`config.mk`:
```
export PLATFORM = sky130hd
export DESIGN_NAME = lpddr_pin_device
export DESIGN_NICKNAME = d
export VERILOG_FILES = /design/src/lpddr_pin_pkg.sv /design/src/beat_buffer.sv /design/src/lpddr_pin_device.sv
export SDC_FILE = /design/constraint.sdc
export NUM_CORES = 1
export LEC_CHECK = 0
export BUFFER_PORTS_ARGS = -buffer_cell sky130_fd_sc_hd__buf_4
export CAP_MARGIN = 20
export CORE_UTILIZATION = 50
export CTS_CLUSTER_SIZE = 16
export DETAILED_ROUTE_END_ITERATION = 8
export HOLD_SLACK_MARGIN = 0.05
export PLACE_DENSITY = 0.74
export SLEW_MARGIN = 20
export SYNTH_ARGS = -nofsm -noshare
export SYNTH_HDL_FRONTEND = slang
export SYNTH_SLANG_ARGS = --single-unit
```
`constraint.sdc`:
```
create_clock -name i_ref_clk -period 1.7 [get_ports i_ref_clk]
set_input_delay 0.17 -clock i_ref_clk [delete_from_list [all_inputs] [get_ports i_ref_clk]]
set_output_delay 0.17 -clock i_ref_clk [all_outputs]
set_load 0.05 [all_outputs]
```
`src/lpddr_pin_pkg.sv`:
```
// Purpose: shared constants and carriers for the low-power ddr pin interface
// Assumes: link clock sampled by i_ref_clk, slow enough for edge detection
// Notes: command codes follow the usual sdram truth table
package lpddr_pin_pkg;
    localparam int DATA_W = 16;
    localparam int LANES = DATA_W / 8;
    localparam int ADDR_W = 14;
    localparam int BANKS = 4;
    localparam int AP_BIT = 10;
    localparam int ROW_W = 14;
    localparam int MODE_REGS = 4;

    // {ras_n, cas_n, we_n}
    localparam logic [2:0] CMD_LMR = 3'h0;
    localparam logic [2:0] CMD_REF = 3'h1;
    localparam logic [2:0] CMD_PRE = 3'h2;
    localparam logic [2:0] CMD_ACT = 3'h3;
    localparam logic [2:0] CMD_WR = 3'h4;
    localparam logic [2:0] CMD_RD = 3'h5;
    localparam logic [2:0] CMD_BST = 3'h6;
    localparam logic [2:0] CMD_NOP = 3'h7;

    localparam logic [1:0] RD_LAT = 2'h2;

    typedef struct packed {
        logic command_select_die0_n;
        logic ras_n;
        logic cas_n;
        logic we_n;
        logic bank_select_1;
        logic bank_select_0;
        logic [ADDR_W-1:0] addr;
    } cmd_bus_t;

    typedef struct packed {
        logic [DATA_W-1:0] data;
        logic [LANES-1:0] write_byte_mask;
    } beat_t;

    typedef enum logic [1:0] {
        PWR_ACTIVE = 2'h0,
        PWR_PRE_PD = 2'h1,
        PWR_ACT_PD = 2'h3,
        PWR_SELF_REF = 2'h2
    } pwr_state_t;
endpackage : lpddr_pin_pkg

```
`src/beat_buffer.sv`:
```
// Purpose: two-entry valid/ready buffer for write beats
// Assumes: single clock, synchronous reset
// Notes: full and empty are exact
module beat_buffer
    import lpddr_pin_pkg::*;
#(
    parameter int W = 18
) (
    input wire logic i_ref_clk,
    input wire logic i_srst,
    input wire logic i_valid,
    output logic o_ready,
    input wire logic [W-1:0] i_data,
    output logic o_valid,
    input wire logic i_ready,
    output logic [W-1:0] o_data
);
    typedef struct packed {
        logic [1:0][W-1:0] mem;
        logic rd_ptr;
        logic wr_ptr;
        logic [1:0] count;
    } buf_state_t;

    buf_state_t st_ff;
    buf_state_t nxt_st;
    logic push;
    logic pop;

    assign o_ready = (st_ff.count != 2'h2);
    assign o_valid = (st_ff.count != 2'h0);
    assign o_data = st_ff.mem[st_ff.rd_ptr];
    assign push = i_valid && o_ready;
    assign pop = o_valid && i_ready;

    always_comb begin
        nxt_st = st_ff;
        if (push) begin
            nxt_st.mem[st_ff.wr_ptr] = i_data;
            nxt_st.wr_ptr = ~st_ff.wr_ptr;
        end
        if (pop) begin
            nxt_st.rd_ptr = ~st_ff.rd_ptr;
        end
        if (push && !pop) begin
            nxt_st.count = st_ff.count + 2'h1;
        end else if (pop && !push) begin
            nxt_st.count = st_ff.count - 2'h1;
        end
    end

    always_ff @(posedge i_ref_clk) begin
        if (i_srst) begin
            st_ff <= '0;
        end else begin
            st_ff <= nxt_st;
        end
    end

    property p_stall_holds;
        @(posedge i_ref_clk) disable iff (i_srst)
        (o_valid && !i_ready) |=> (o_valid && o_data == $past(o_data));
    endproperty
    a_stall_holds: assert property (p_stall_holds) else $error("stalled word lost");
endmodule : beat_buffer

```
`src/lpddr_pin_device.sv`:
```
// Purpose: device-side pin interface of a four-bank low-power ddr memory
// Assumes: link clock and pins sampled by i_ref_clk through two flops
// Notes: read edges from sampled link clock, write beats from sampled strobe; burst of two
//
// Notes on behaviour
// capture command inputs at link clock rise
// data moves on both link clock edges
// power gate high runs clocks and drivers
// gate low enters power-down by bank state
// gate sampled except asynchronous self refresh exit
// inputs ignored during power-down and self refresh
// select high masks the command
// command coded by select and strobes
// masked write bytes are discarded
// bank selects choose the target bank
// bank selects choose the mode register
// address carries row, column, auto precharge
// precharge one bank or all banks
// mode op-code taken from address inputs
// read strobe edge-aligned, write strobe centered
// overtemp flag follows temperature threshold
// data width sixteen, strobe per byte
// second die inputs unused on single die
// usual sdram command truth table
module lpddr_pin_device
    import lpddr_pin_pkg::*;
#(
    parameter int DW = DATA_W,
    parameter int AW = ADDR_W
) (
    input wire logic i_ref_clk,
    input wire logic i_srst,
    input wire logic i_link_clk,
    input wire logic i_power_gate_die0,
    input wire logic i_power_gate_die1,
    input wire logic i_command_select_die0_n,
    input wire logic i_command_select_die1_n,
    input wire logic i_ras_n,
    input wire logic i_cas_n,
    input wire logic i_we_n,
    input wire logic i_bank_select_0,
    input wire logic i_bank_select_1,
    input wire logic [AW-1:0] i_addr,
    input wire logic [LANES-1:0] i_write_byte_mask,
    input wire logic [DW-1:0] i_dq,
    output logic [DW-1:0] o_dq,
    output logic o_dq_oe,
    input wire logic [LANES-1:0] i_byte_strobe,
    output logic [LANES-1:0] o_byte_strobe,
    output logic o_byte_strobe_oe,
    input wire logic i_over_threshold,
    output logic o_overtemp_flag,
    output logic [BANKS-1:0] o_bank_open,
    output logic [1:0] o_power_state,
    output logic o_wr_valid,
    input wire logic i_wr_ready,
    output logic [DW-1:0] o_wr_data,
    output logic [LANES-1:0] o_wr_keep,
    output logic [1:0] o_wr_bank,
    output logic [AW-1:0] o_wr_col,
    input wire logic [DW-1:0] i_rd_data,
    output logic [1:0] o_rd_bank,
    output logic [AW-1:0] o_rd_col,
    output logic o_rd_req,
    output logic [AW-1:0] o_mode_reg0,
    output logic [AW-1:0] o_mode_reg1,
    output logic o_cmd_ignored
);
    localparam int SW = 6 + AW + LANES + DW + LANES + 1 + 1;
    localparam int BW = DW + LANES;

    typedef struct packed {
        logic [1:0][SW-1:0] sync;
        logic link_q;
        logic dqs_q;
        logic [BANKS-1:0] open;
        logic [BANKS-1:0][ROW_W-1:0] row;
        logic [MODE_REGS-1:0][AW-1:0] mode;
        pwr_state_t pwr;
        logic wr_pend;
        logic wr_half;
        logic [1:0] wr_bank;
        logic [AW-1:0] wr_col;
        logic [DW-1:0] wr_data;
        logic [LANES-1:0] wr_keep;
        logic [1:0] rd_cnt;
        logic rd_drive;
        logic rd_half;
        logic [1:0] rd_bank;
        logic [AW-1:0] rd_col;
        logic [DW-1:0] dq_out;
        logic [LANES-1:0] dqs_out;
        logic ignored;
        logic ot;
        logic [1:0] ot_sync;
        logic push;
    } dev_state_t;

    dev_state_t st_ff;
    dev_state_t nxt_st;

    logic [SW-1:0] raw;
    logic [SW-1:0] smp;
    logic s_cs_n, s_ras_n, s_cas_n, s_we_n, s_link, s_gate;
    logic [1:0] s_ba;
    logic [AW-1:0] s_addr;
    logic [LANES-1:0] s_dm;
    logic [DW-1:0] s_dq;
    logic [LANES-1:0] s_dqs;
    logic rise, fall, awake, strobe_edge;
    logic [2:0] cmd;
    logic buf_ready;
    logic [BW-1:0] buf_out;

    function automatic logic [BANKS-1:0] bank_onehot(input logic [1:0] ba);
        bank_onehot = '0;
        bank_onehot[ba] = 1'b1;
    endfunction : bank_onehot

    // second die select and gate are reserved on this single die part
    assign raw = {i_command_select_die0_n, i_ras_n, i_cas_n, i_we_n,
                  i_bank_select_1, i_bank_select_0, i_addr, i_write_byte_mask, i_dq,
                  i_byte_strobe, i_link_clk, i_power_gate_die0};
    assign smp = st_ff.sync[1];
    assign {s_cs_n, s_ras_n, s_cas_n, s_we_n, s_ba, s_addr, s_dm, s_dq, s_dqs,
            s_link, s_gate} = smp;

    assign rise = s_link && !st_ff.link_q;
    assign fall = !s_link && st_ff.link_q;
    // lane 0 strobe times the beat for both byte lanes
    assign strobe_edge = (s_dqs[0] != st_ff.dqs_q);
    assign awake = (st_ff.pwr == PWR_ACTIVE);
    assign cmd = {s_ras_n, s_cas_n, s_we_n};

    always_comb begin
        nxt_st = st_ff;
        nxt_st.sync[0] = raw;
        nxt_st.sync[1] = st_ff.sync[0];
        nxt_st.link_q = s_link;
        nxt_st.dqs_q = s_dqs[0];
        nxt_st.ot_sync = {st_ff.ot_sync[0], i_over_threshold};
        nxt_st.ot = st_ff.ot_sync[1];
        nxt_st.ignored = 1'b0;
        nxt_st.push = 1'b0;
        // self refresh exit acts on the gate level without waiting for an edge
        if (st_ff.pwr == PWR_SELF_REF && s_gate) begin
            nxt_st.pwr = PWR_ACTIVE;
        end else if (rise) begin
            case (st_ff.pwr)
                PWR_ACTIVE: begin
                    if (!s_gate) begin
                        if (st_ff.open != '0) begin
                            nxt_st.pwr = PWR_ACT_PD;
                        end else if (!s_cs_n && cmd == CMD_REF) begin
                            nxt_st.pwr = PWR_SELF_REF;
                        end else begin
                            nxt_st.pwr = PWR_PRE_PD;
                        end
                    end else if (s_cs_n) begin
                        nxt_st.ignored = 1'b1;
                    end else begin
                        case (cmd)
                            CMD_ACT: begin
                                nxt_st.open[s_ba] = 1'b1;
                                nxt_st.row[s_ba] = s_addr;
                            end
                            CMD_PRE: begin
                                if (s_addr[AP_BIT]) begin
                                    nxt_st.open = '0;
                                end else begin
                                    nxt_st.open = st_ff.open & ~bank_onehot(s_ba);
                                end
                            end
                            CMD_LMR: begin
                                nxt_st.mode[s_ba] = s_addr;
                            end
                            CMD_WR: begin
                                nxt_st.wr_pend = 1'b1;
                                nxt_st.wr_half = 1'b0;
                                nxt_st.wr_bank = s_ba;
                                nxt_st.wr_col = s_addr;
                            end
                            CMD_RD: begin
                                nxt_st.rd_cnt = RD_LAT;
                                nxt_st.rd_bank = s_ba;
                                nxt_st.rd_col = s_addr;
                            end
                            default: begin
                            end
                        endcase
                        if ((cmd == CMD_WR || cmd == CMD_RD) && s_addr[AP_BIT]) begin
                            nxt_st.open = st_ff.open & ~bank_onehot(s_ba);
                        end
                    end
                end
                PWR_PRE_PD, PWR_ACT_PD: begin
                    if (s_gate) begin
                        nxt_st.pwr = PWR_ACTIVE;
                    end
                end
                default: begin
                end
            endcase
        end
        // write beats captured on write strobe edges, one per edge
        if (st_ff.wr_pend && awake && strobe_edge && !st_ff.push) begin
            if (!st_ff.wr_half) begin
                nxt_st.wr_data = s_dq;
                nxt_st.wr_keep = ~s_dm;
                nxt_st.wr_half = 1'b1;
                nxt_st.push = 1'b1;
            end else begin
                nxt_st.wr_data = s_dq;
                nxt_st.wr_keep = ~s_dm;
                nxt_st.wr_pend = 1'b0;
                nxt_st.push = 1'b1;
            end
        end
        // read: drive strobe edge aligned with data on both edges
        if (rise && st_ff.rd_cnt != 2'h0 && awake) begin
            nxt_st.rd_cnt = st_ff.rd_cnt - 2'h1;
            if (st_ff.rd_cnt == 2'h1) begin
                nxt_st.rd_drive = 1'b1;
                nxt_st.rd_half = 1'b0;
                nxt_st.dq_out = i_rd_data;
                nxt_st.dqs_out = '1;
            end
        end else if (st_ff.rd_drive && fall) begin
            if (!st_ff.rd_half) begin
                nxt_st.rd_half = 1'b1;
                nxt_st.dq_out = ~i_rd_data;
                nxt_st.dqs_out = '0;
            end
        end else if (st_ff.rd_drive && rise) begin
            nxt_st.rd_drive = 1'b0;
        end
        if (!awake) begin
            nxt_st.rd_drive = 1'b0;
        end
    end

    always_ff @(posedge i_ref_clk) begin
        if (i_srst) begin
            st_ff <= '0;
        end else begin
            st_ff <= nxt_st;
        end
    end

    beat_buffer #(.W(BW)) u_beat_buffer (
        .i_ref_clk(i_ref_clk),
        .i_srst(i_srst),
        .i_valid(st_ff.push),
        .o_ready(buf_ready),
        .i_data({st_ff.wr_data, st_ff.wr_keep}),
        .o_valid(o_wr_valid),
        .i_ready(i_wr_ready),
        .o_data(buf_out)
    );

    assign {o_wr_data, o_wr_keep} = buf_out;
    assign o_wr_bank = st_ff.wr_bank;
    assign o_wr_col = st_ff.wr_col;
    assign o_rd_bank = st_ff.rd_bank;
    assign o_rd_col = st_ff.rd_col;
    assign o_rd_req = (st_ff.rd_cnt != 2'h0);
    assign o_dq = st_ff.dq_out;
    assign o_dq_oe = st_ff.rd_drive;
    assign o_byte_strobe = st_ff.dqs_out;
    assign o_byte_strobe_oe = st_ff.rd_drive;
    assign o_overtemp_flag = st_ff.ot;
    assign o_bank_open = st_ff.open;
    assign o_power_state = st_ff.pwr;
    assign o_mode_reg0 = st_ff.mode[0];
    assign o_mode_reg1 = st_ff.mode[1];
    assign o_cmd_ignored = st_ff.ignored;

    property p_cs_masks;
        @(posedge i_ref_clk) disable iff (i_srst)
        (rise && awake && s_gate && s_cs_n) |=> (o_bank_open == $past(o_bank_open));
    endproperty
    a_cs_masks: assert property (p_cs_masks) else $error("masked command acted");

    property p_act_opens;
        @(posedge i_ref_clk) disable iff (i_srst)
        (rise && awake && s_gate && !s_cs_n && cmd == CMD_ACT) |=> o_bank_open[$past(s_ba)];
    endproperty
    a_act_opens: assert property (p_act_opens) else $error("activate missed bank");

    property p_pre_all;
        @(posedge i_ref_clk) disable iff (i_srst)
        (rise && awake && s_gate && !s_cs_n && cmd == CMD_PRE && s_addr[AP_BIT])
        |=> (o_bank_open == '0);
    endproperty
    a_pre_all: assert property (p_pre_all) else $error("precharge all failed");

    property p_lmr;
        @(posedge i_ref_clk) disable iff (i_srst)
        (rise && awake && s_gate && !s_cs_n && cmd == CMD_LMR && s_ba == 2'h0)
        |=> (o_mode_reg0 == $past(s_addr));
    endproperty
    a_lmr: assert property (p_lmr) else $error("mode load wrong");

    property p_pd_no_drive;
        @(posedge i_ref_clk) disable iff (i_srst)
        (o_power_state != PWR_ACTIVE) |=> !o_dq_oe;
    endproperty
    a_pd_no_drive: assert property (p_pd_no_drive) else $error("drives in power-down");

    property p_sr_exit;
        @(posedge i_ref_clk) disable iff (i_srst)
        (o_power_state == PWR_SELF_REF && s_gate) |=> (o_power_state == PWR_ACTIVE);
    endproperty
    a_sr_exit: assert property (p_sr_exit) else $error("self refresh exit late");

    property p_act_pd;
        @(posedge i_ref_clk) disable iff (i_srst)
        (rise && awake && !s_gate && o_bank_open != '0) |=> (o_power_state == PWR_ACT_PD);
    endproperty
    a_act_pd: assert property (p_act_pd) else $error("active power-down missed");

    property p_ot;
        @(posedge i_ref_clk) disable iff (i_srst)
        i_over_threshold [*4] |-> o_overtemp_flag;
    endproperty
    a_ot: assert property (p_ot) else $error("overtemp flag low");

    property p_ot_low;
        @(posedge i_ref_clk) disable iff (i_srst)
        (!i_over_threshold) [*4] |-> !o_overtemp_flag;
    endproperty
    a_ot_low: assert property (p_ot_low) else $error("overtemp flag high");

    property p_ignored_pulse;
        @(posedge i_ref_clk) disable iff (i_srst)
        (rise && awake && s_gate && s_cs_n) |=> o_cmd_ignored;
    endproperty
    a_ignored_pulse: assert property (p_ignored_pulse) else $error("no ignore pulse");

    property p_no_loss;
        @(posedge i_ref_clk) disable iff (i_srst)
        st_ff.push |-> buf_ready;
    endproperty
    a_no_loss: assert property (p_no_loss) else $error("write beat dropped");

    property p_wr_keep;
        @(posedge i_ref_clk) disable iff (i_srst)
        st_ff.push |-> (st_ff.wr_keep == ~$past(s_dm));
    endproperty
    a_wr_keep: assert property (p_wr_keep) else $error("write keep wrong");
endmodule : lpddr_pin_device

```
==> results of run 1 <==
synth_stat cells, drive strengths merged (2+ instances only):
library cell,instances,share of area
nor3,5,0.0047
a22o,16,0.016
nor2,78,0.033
nand2,99,0.042
or2,3,0.0021
a21oi,56,0.032
inv,8,0.0034
buf,110,0.090
mux2i,66,0.075
xnor2,17,0.017
o211ai,3,0.0026
o32ai,2,0.0020
dfxtp,236,0.54
and3b,3,0.0030
xor2,4,0.0040
o21ai,4,0.0023
clkbuf,25,0.011
nand4,5,0.0043
nand2b,3,0.0021
a211oi,5,0.0048
nor2b,92,0.065
ha,3,0.0043
and4b,4,0.0045
or3,3,0.0021
nor4,2,0.0014
mux2,19,0.024
timing repair:
item                                    CTS  global route
endpoints found under the setup margin   18            26
pin swaps                                 0             0
hold buffers                             60             0
hold endpoints to repair                 60             0
gates resized for setup                  25             4
cloned                                    1             0
setup buffers                             1             0
metrics by stage:
step	TNS [ns]	utilization	hold WS, ns	setup WS [ns]
floorplan	-0.06197	-	0.2982	-0.006201
global placement	0	0.5703	0.3794	0.1476
detailed placement	0	0.5703	0.3845	0.1077
CTS	-0.5995	0.6565	0.3900	-0.05101
global route	-0.8123	0.6572	0.4036	-0.06611
finish	-0.1883	0.6572	0.4070	-0.02556
flip-flops by register name, summed over array words and instances (netlist names):
register / count
nxt_st: 43
o_bank_open: 4
o_byte_strobe: 1
o_byte_strobe_oe: 1
o_cmd_ignored: 1
o_dq: 16
o_mode_reg0: 14
o_mode_reg1: 14
o_overtemp_flag: 1
o_power_state: 2
o_rd_bank: 2
o_rd_col: 14
o_wr_bank: 2
o_wr_col: 14
smp: 41
st_ff: 26
u_beat_buffer.st_ff: 40
routing by layer:
layer | GRT usage | wire (um)
met1 | 0.2405 | 7791
met2 | 0.3242 | 8271
met3 | 0.03003 | 837
met4 | 0.05556 | 382
met5 | 0 | 0
area by class of cell:
class | count | area, sq um | area share
sequential | 236 | 4732 | 0.4177
clock inverter | 6 | 43.79 | 0.003866
tap | 225 | 281.5 | 0.02485
multi-input combinational | 504 | 3208 | 0.2832
timing repair buffer | 259 | 2310 | 0.2039
inverter | 8 | 33.78 | 0.002982
clock buffer | 37 | 719.4 | 0.06351
cells by family after synthesis:
logic type	count (synthesis)	synth area share
muxes	85	0.09921
DFF	236	0.5359
buffers and inverters	143	0.1042
AOI/OAI and AO/OA	90	0.06344
xor gates and xnor gates	21	0.02086
and+or+nand+nor	305	0.1722
adders and majority gates	3	0.004258
how the worst min path moves through the flow:
stage / to / slack, ns / depth (start not counted)
3_3_place_gp: nxt_st[257]$_SDFF_PP0_ / 0.38 / 2
4_1_cts: nxt_st[241]$_SDFF_PP0_ / 0.39 / 3
5_1_grt: nxt_st[282]$_SDFF_PP0_ / 0.40 / 3
2_1_floorplan: nxt_st[241]$_SDFF_PP0_ / 0.30 / 1
3_5_place_dp: nxt_st[277]$_SDFF_PP0_ / 0.38 / 2
6_report: st_ff[43]$_SDFFE_PP0P_ / 0.41 / 1
power by group:
group          total, mW  internal [mW]  switching (mW)
clock               4.97           2.91            2.05
sequential          5.69           5.64          0.0548
combinational      0.623          0.355           0.268
total               11.3           8.90            2.38
==> results.cfg, run 1 <==
[place]
dp_cells = 1170
dpl.hpwl_mm = 10.85
detailed_place.area_sq_um = 9831
port_buffers = 168
gp_congestion = 0.7816

[die]
floorplan.rows = 48
fp.coreArea_sq_um = 17240
fp.dieW_um = 134.8
die_y_um = 134.8
io_pins = 172
fp.dieArea_sq_um = 18170
floorplan.initialDensity = 0.5115

[yosys]
post_synthesis_register_bit_count = 236
syn_area_sq_um = 8816
synth_area_per_cell_sq_um = 9.984
yosysSeqAreaShare = 0.5359
synth-async-reset-ratio = 0
synthCells = 883
ys_types = 48
mappedNetlistNets = 950
synth-main-ff-cell = sky130_fd_sc_hd__dfxtp_1
yosys_warnings = 0
synth_enable_flop_cells = 0

[global_route]
grt_pass1_wl_mm = 27.77
via_count_of_the_first_global_routing_pass = 5781
grt-ovfl-total = 0
antenna_found_initial = 0
grt.total_usage = 0.1876
grt_max_degree = 87

[job]
max_cap_viol_count = 0

[worst_setup_path]
r2r.worst_path.cells = 5
timing.critical_path.fanout_max = 10
worst_setup_path_end_kind = primary output
r2r_start = o_power_state[1]$_SDFFE_PP0P_
path_class = reg -> out
worst-r2r-setup-slack_ns = 0.12
worst_path_dominant_cell_family = flip-flops
nature_of_the_critical_path_startpoint = flip-flop
worst_path_cell_trace = buf_12 > mux2_2 > buf_6
setup.worst_path.start = u_beat_buffer.st_ff[3]$_SDFFE_PP0P_
crit_end = o_wr_data[2]
regToRegEndpoint = o_rd_col[6]$_SDFFE_PP0P_
critical-path-max-stage-delay_ns = 0.39
critPathRequiredTime_ns = 1.53
critPathSlowestCell = sky130_fd_sc_hd__dfxtp_4
worst-endpoint-arrival_ns = 1.56
crit_cells = 3
total_buffers_and_inverters_traversed_by_the_critical_path = 2

[clock_network]
worst_skew_pair.late_latency_ns = 0.51
tritoncts.num_buffers = 24
sinks_on_the_clock_net = 236
cts_root_buffer = sky130_fd_sc_hd__clkbuf_16
htreeDepth = 1
clk_pin_slew_worst_paths_ns = 0.06
tritoncts_clock_tree = built
clock_path_buffers = 3

[run_status]
status = finished, violations left
failing_checks = negative setup slack

[pwr]
total_power_mw = 11.28
max-vdd-ir-drop_mv = 0.7595
p_leak_nw = 4.932
power_density_of_the_placed_cells_nw_per_um2 = 995.7

[routing]
vias_per_cell = 4.755
route.final.wire_length_mm = 17.28
via_count = 6063
drt_pass1_iterations = 4
detail-route-antenna-nets = 0
initial_drc_count = 215
detail_route.drc_violations = 0
routedWlPerCell_um = 13.56

[timing]
skew_ns = 0.01248
unrepaired_setup_endpoints_after_global_routing = true
finalWorstPathRequiredPeriod_ns = 1.726
timing_max_transition_violations_final = 0
setup_viol = 14
timing.final.hold_violations = 0
max_slew_headroom_at_the_worst_pin = 0.6799
timing.final.ws_setup_ns = -0.02556
min_period_over_period = 1.015
fmax_mhz = 579.5
slew_at_the_pin_with_the_worst_max_slew_slack_ns = 0.4758

[final_layout]
layout_common_cells = sky130_fd_sc_hd__dfxtp_1, sky130_fd_sc_hd__buf_4, sky130_fd_sc_hd__nand2_1
design_area_sq_um = 11330
area_delta_synth_final_pct = 28.50
numnets_final = 1100
fillers = 1308
layout.cells.most_common = sky130_fd_sc_hd__dfxtp_1
final_cells = 1275
diodes = 0
layout-drive-gt1-share = 0.2581

[min_path]
worst_hold_path_type = reg -> reg
min_from = smp[20]$_SDFF_PP0_
No activity file was read; power rests on OpenSTA's default activity.
==> run 2: changes to the inputs <==
- CORE_UTILIZATION: 50 -> 25
- PLACE_DENSITY: 0.74 -> 0.43
==> run 2 against run 1 <==
- the flow still finishes with violations (negative setup slack)
- first-iteration DRC count decreased by 1.9%
- clock skew up 0.0057 ns
- combinational power rose by 5.3%
- clock power increased by 25%
- non-clock buffer count increased by 13
==> results.cfg, run 2 (same netlist as run 1, synthesis figures left out) <==
[run_status]
status = finished, violations left
failing_checks = negative setup slack

[timing]
unrepaired_setup_endpoints_after_global_routing = true
min_period_over_period = 1.010
timing.final.hold_violations = 0
setup_viol = 13
slew_at_the_pin_with_the_worst_max_slew_slack_ns = 0.3966
skew_ns = 0.01818
finalWorstPathRequiredPeriod_ns = 1.717
fmax_mhz = 582.3
max_slew_headroom_at_the_worst_pin = 0.7356
timing.final.ws_setup_ns = -0.01738
timing_max_transition_violations_final = 0

[clock_network]
sinks_on_the_clock_net = 236
worst_skew_pair.late_latency_ns = 0.53
htreeDepth = 1
tritoncts_clock_tree = built
clock_path_buffers = 3
tritoncts.num_buffers = 28
clk_pin_slew_worst_paths_ns = 0.06
cts_root_buffer = sky130_fd_sc_hd__clkbuf_16

[min_path]
worst_hold_path_type = in -> reg

[final_layout]
layout_common_cells = sky130_fd_sc_hd__dfxtp_1, sky130_fd_sc_hd__buf_4, sky130_fd_sc_hd__nand2_1
multi_input_area_sq_um = 3263
layout-drive-gt1-share = 0.2752
fin_util = 0.3494
area_delta_synth_final_pct = 37.23
final_cells = 1528
fillers = 3532
largest_register_ffs = 43
numnets_final = 1117
sequential_cell_area_sq_um = 4733
layout.cells.most_common = sky130_fd_sc_hd__dfxtp_1

[die]
fp.dieW_um = 189.8
fp.coreArea_sq_um = 34630
io_pins = 172
floorplan.initialDensity = 0.2546
floorplan.rows = 68
die_y_um = 189.8
fp.dieArea_sq_um = 36020

[worst_setup_path]
path_class = reg -> out
critPathRequiredTime_ns = 1.53
timing.critical_path.fanout_max = 8
worst-r2r-setup-slack_ns = 0.06
worst_setup_path_end_kind = primary output
worst-endpoint-arrival_ns = 1.55
nature_of_the_critical_path_startpoint = flip-flop

[place]
dpl.hpwl_mm = 14.48
dp_cells = 1410
gp_congestion = 0.7242
port_buffers = 168

[global_route]
grt_pass1_wl_mm = 33.28
antenna_found_initial = 0
grt_max_degree = 67
grt-ovfl-total = 0
via_count_of_the_first_global_routing_pass = 5775
grt.total_usage = 0.1167

[routing]
routedWlPerCell_um = 14.17
initial_drc_count = 211
route.final.wire_length_mm = 21.65
detail_route.drc_violations = 0
via_count = 6067
detail-route-antenna-nets = 0
vias_per_cell = 3.971
drt_pass1_iterations = 7

[pwr]
max-vdd-ir-drop_mv = 0.7584
p_leak_nw = 5.145
power_density_of_the_placed_cells_nw_per_um2 = 1040

[job]
max_cap_viol_count = 0
==> run 2: path summary, 6_finish.rpt <==
kind | start | to | depth (start not counted)
worst min-delay path | i_bank_select_0 | nxt_st[277]$_SDFF_PP0_ | 3
worst max register to register | o_power_state[0]$_SDFFE_PP0P_ | o_dq[11]$_SDFFE_PP0P_ | 7
worst min register to register | smp[21]$_SDFF_PP0_ | st_ff[44]$_SDFFE_PP0P_ | 1
worst max-delay path | u_beat_buffer.st_ff[3]$_SDFFE_PP0P_ | o_wr_keep[1] | 3
==> run 2: metal layers <==
layer,vias up,routed length (um),track usage
li1,3140,-,-
met4,0,423,0.02792
met2,126,9304,0.1767
met3,26,945,0.02195
met1,2775,10980,0.1693
met5,-,0,0
==> run 2: final cells by class <==
| class | instances | share of cell area |
|---|---|---|
| diodes | 1 | 0.0002068 |
| multi-input cells | 504 | 0.2697 |
| clock buffers | 40 | 0.06836 |
| clock inverters | 12 | 0.01313 |
| repair buffers | 272 | 0.2075 |
| flip-flops and latches | 236 | 0.3912 |
| inverters | 8 | 0.002792 |
| well taps | 455 | 0.04706 |
==> run 2: worst max-delay path, cell delays in order (launching register included) <==
cell and delay, ns:
sky130_fd_sc_hd__dfxtp_4 0.39, sky130_fd_sc_hd__buf_12 0.15, sky130_fd_sc_hd__mux2_4 0.32, sky130_fd_sc_hd__buf_6 0.16
==> run 2: timing repair <==
item,4_1_cts,5_1_grt
cloned,1,1
endpoints found under the hold margin,71,0
buffers inserted,2,1
pin swaps,1,1
hold buffers,60,0
endpoints found under the setup margin,19,24
gates resized for setup,49,17
==> run 2: per-stage QoR <==
step | setup TNS (ns) | cell area, sq um | power (mW) | worst slack (ns) | hold WS, ns
2_1_floorplan | -0.06197 | 8842 | 6.083 | -0.006201 | 0.2982
3_3_place_gp | 0 | 10210 | 6.328 | 0.08338 | 0.3801
3_5_place_dp | 0 | 10210 | 6.331 | 0.07419 | 0.3844
4_1_cts | -0.8331 | 11990 | 12.81 | -0.06362 | 0.3573
5_1_grt | -0.9767 | 12100 | 13.12 | -0.06658 | 0.3906
6_report | -0.07042 | 12100 | 12.58 | -0.01738 | 0.3870
==> run 2: report_power, final <==
part	leakage [nW]	total [mW]	switching, mW	internal, mW
sequential	1.92	5.70	0.0637	5.64
combinational	2.74	0.656	0.290	0.366
clock	0.483	6.22	2.37	3.85
==> run 3: changes to the inputs <==
- clock period: 1.7 -> 1.75 ns (I/O delays scaled with it)
==> run 3 against run 2 <==
- largest cell class unchanged
- highest routed layer unchanged
- clock power down 7.4%
- wire length down 1.6%
- the run now ends clean
- non-clock buffer count is 6 lower
- clock-buffer cell count grew 1
- register-to-register slack improved by 0.06 ns
- critical path type unchanged
==> results.cfg, run 3 (same netlist as run 1, synthesis figures left out) <==
[timing]
fin_hold_ws_ns = 0.4007
finalWorstPathRequiredPeriod_ns = 1.748
slew_at_the_pin_with_the_worst_max_slew_slack_ns = 0.5183
setup_viol = 0
max_slew_headroom_at_the_worst_pin = 0.6513
fmax_mhz = 572.2
unrepaired_setup_endpoints_after_global_routing = true
timing.setup.tns_ns = 0
skew_ns = 0.007913
min_period_over_period = 0.9986
timing.final.hold_violations = 0
timing_max_transition_violations_final = 0

[clock_network]
tritoncts_clock_tree = built
clock_path_buffers = 3
clk_pin_slew_worst_paths_ns = 0.06
tritoncts.num_buffers = 27
htreeDepth = 1
worst_skew_pair.late_latency_ns = 0.52
sinks_on_the_clock_net = 236
cts_root_buffer = sky130_fd_sc_hd__clkbuf_16

[die]
floorplan.rows = 68
floorplan.initialDensity = 0.2546
io_pins = 172
fp.dieW_um = 189.8
die_y_um = 189.8
fp.dieArea_sq_um = 36020
fp.coreArea_sq_um = 34630

[final_layout]
layout-drive-gt1-share = 0.2653
numnets_final = 1110
largest_register_ffs = 43
diodes = 0
layout.cells.most_common = sky130_fd_sc_hd__dfxtp_1
area_delta_synth_final_pct = 34.08
fillers = 3556
layout_common_cells = sky130_fd_sc_hd__dfxtp_1, sky130_fd_sc_hd__buf_4, sky130_fd_sc_hd__nand2_1

[routing]
detail_route.drc_violations = 0
initial_drc_count = 278
routedWlPerCell_um = 14.04
via_count = 6005
detail-route-antenna-nets = 0
vias_per_cell = 3.956
drt_pass1_iterations = 4
route.final.wire_length_mm = 21.31

[worst_setup_path]
timing.critical_path.fanout_max = 10
path_class = reg -> out
critPathRequiredTime_ns = 1.57
nature_of_the_critical_path_startpoint = flip-flop
worst-endpoint-arrival_ns = 1.57
worst_setup_path_end_kind = primary output

[pwr]
power.sequential.fraction = 0.465
power_density_of_the_placed_cells_nw_per_um2 = 1009
clkPwrFrac = 0.483
power.combinational.fraction = 0.052
max-vdd-ir-drop_mv = 0.6464
netSwitchingFraction = 0.2121
netSwitchingPower_mw = 2.529
p_int_mw = 9.394
p_leak_nw = 5.033

[place]
port_buffers = 168
dpl.hpwl_mm = 14.29
gp_congestion = 0.7350

[global_route]
grt.total_usage = 0.1159
grt-ovfl-total = 0
via_count_of_the_first_global_routing_pass = 5686
grt_max_degree = 101
antenna_found_initial = 0
grt_pass1_wl_mm = 32.87

[min_path]
worst_hold_path_type = in -> reg

[run_status]
status = finished clean

[job]
max_cap_viol_count = 0
run 3: per-stage QoR:
step	setup WS, ns	power (mW)	util	instance area (sq um)	cells
after global placement	0.1253	6.151	0.2938	10170	1406
after detailed placement	0.1199	6.152	0.2938	10170	1406
after global routing	-0.05913	12.45	0.3413	11820	1518
after floorplan	0.01049	5.909	-	8841	883
after CTS	-0.04365	12.16	0.3411	11810	1517
final	0.002365	11.92	0.3413	11820	1518
run 3: critical path: stages (launching register included):
cell and delay [ns]:
sky130_fd_sc_hd__dfxtp_4 0.39, sky130_fd_sc_hd__buf_12 0.15, sky130_fd_sc_hd__mux2_2 0.35, sky130_fd_sc_hd__buf_6 0.16
run 3: repair_timing:
item,in CTS,in global routing
setup endpoints to repair,19,20
pin swaps,1,1
gates cloned,1,0
buffers inserted,1,1
gates resized for setup,25,2
endpoints found under the hold margin,60,0
hold buffers,60,0
run 3: final cells by class:
cell class / count / area (sq um) / area share
Timing Repair Buffer: 266 / 2364 / 0.2000
Clock buffer: 41 / 798.3 / 0.06753
Inverter: 8 / 33.78 / 0.002858
Multi-Input combinational cell: 504 / 3204 / 0.2711
Tap cell: 455 / 569.3 / 0.04816
Clock inverter: 8 / 120.1 / 0.01016
Sequential cell: 236 / 4731 / 0.4002
run 3: routing by layer:
metal,up-vias,global-route usage,part of all wire
li1,3132,-,-
met1,2718,0.1752,0.52
met2,126,0.1650,0.41
met3,29,0.02232,0.049
met4,0,0.03102,0.015
met5,-,0,0
run 3: final timing paths:
| path | start | to | slack, ns | depth (start not counted) |
|---|---|---|---|---|
| worst max-delay path | u_beat_buffer.st_ff[3]$_SDFFE_PP0P_ | o_wr_data[3] | 0.002 | 3 |
| worst min register to register | smp[21]$_SDFF_PP0_ | st_ff[44]$_SDFFE_PP0P_ | 0.43 | 1 |
| worst max register to register | o_power_state[1]$_SDFFE_PP0P_ | o_dq[4]$_SDFFE_PP0P_ | 0.12 | 6 |
| worst min-delay path | i_byte_strobe[0] | nxt_st[243]$_SDFF_PP0_ | 0.40 | 3 |
run 3: power by group through the flow:
stage	registers, mW	logic, mW	clock network, mW
3_3_place_gp	5.65	0.499	0
5_1_grt	5.55	0.680	6.22
6_report	5.54	0.622	5.76
3_5_place_dp	5.65	0.501	0
4_1_cts	5.54	0.633	5.98
2_1_floorplan	5.63	0.278	0
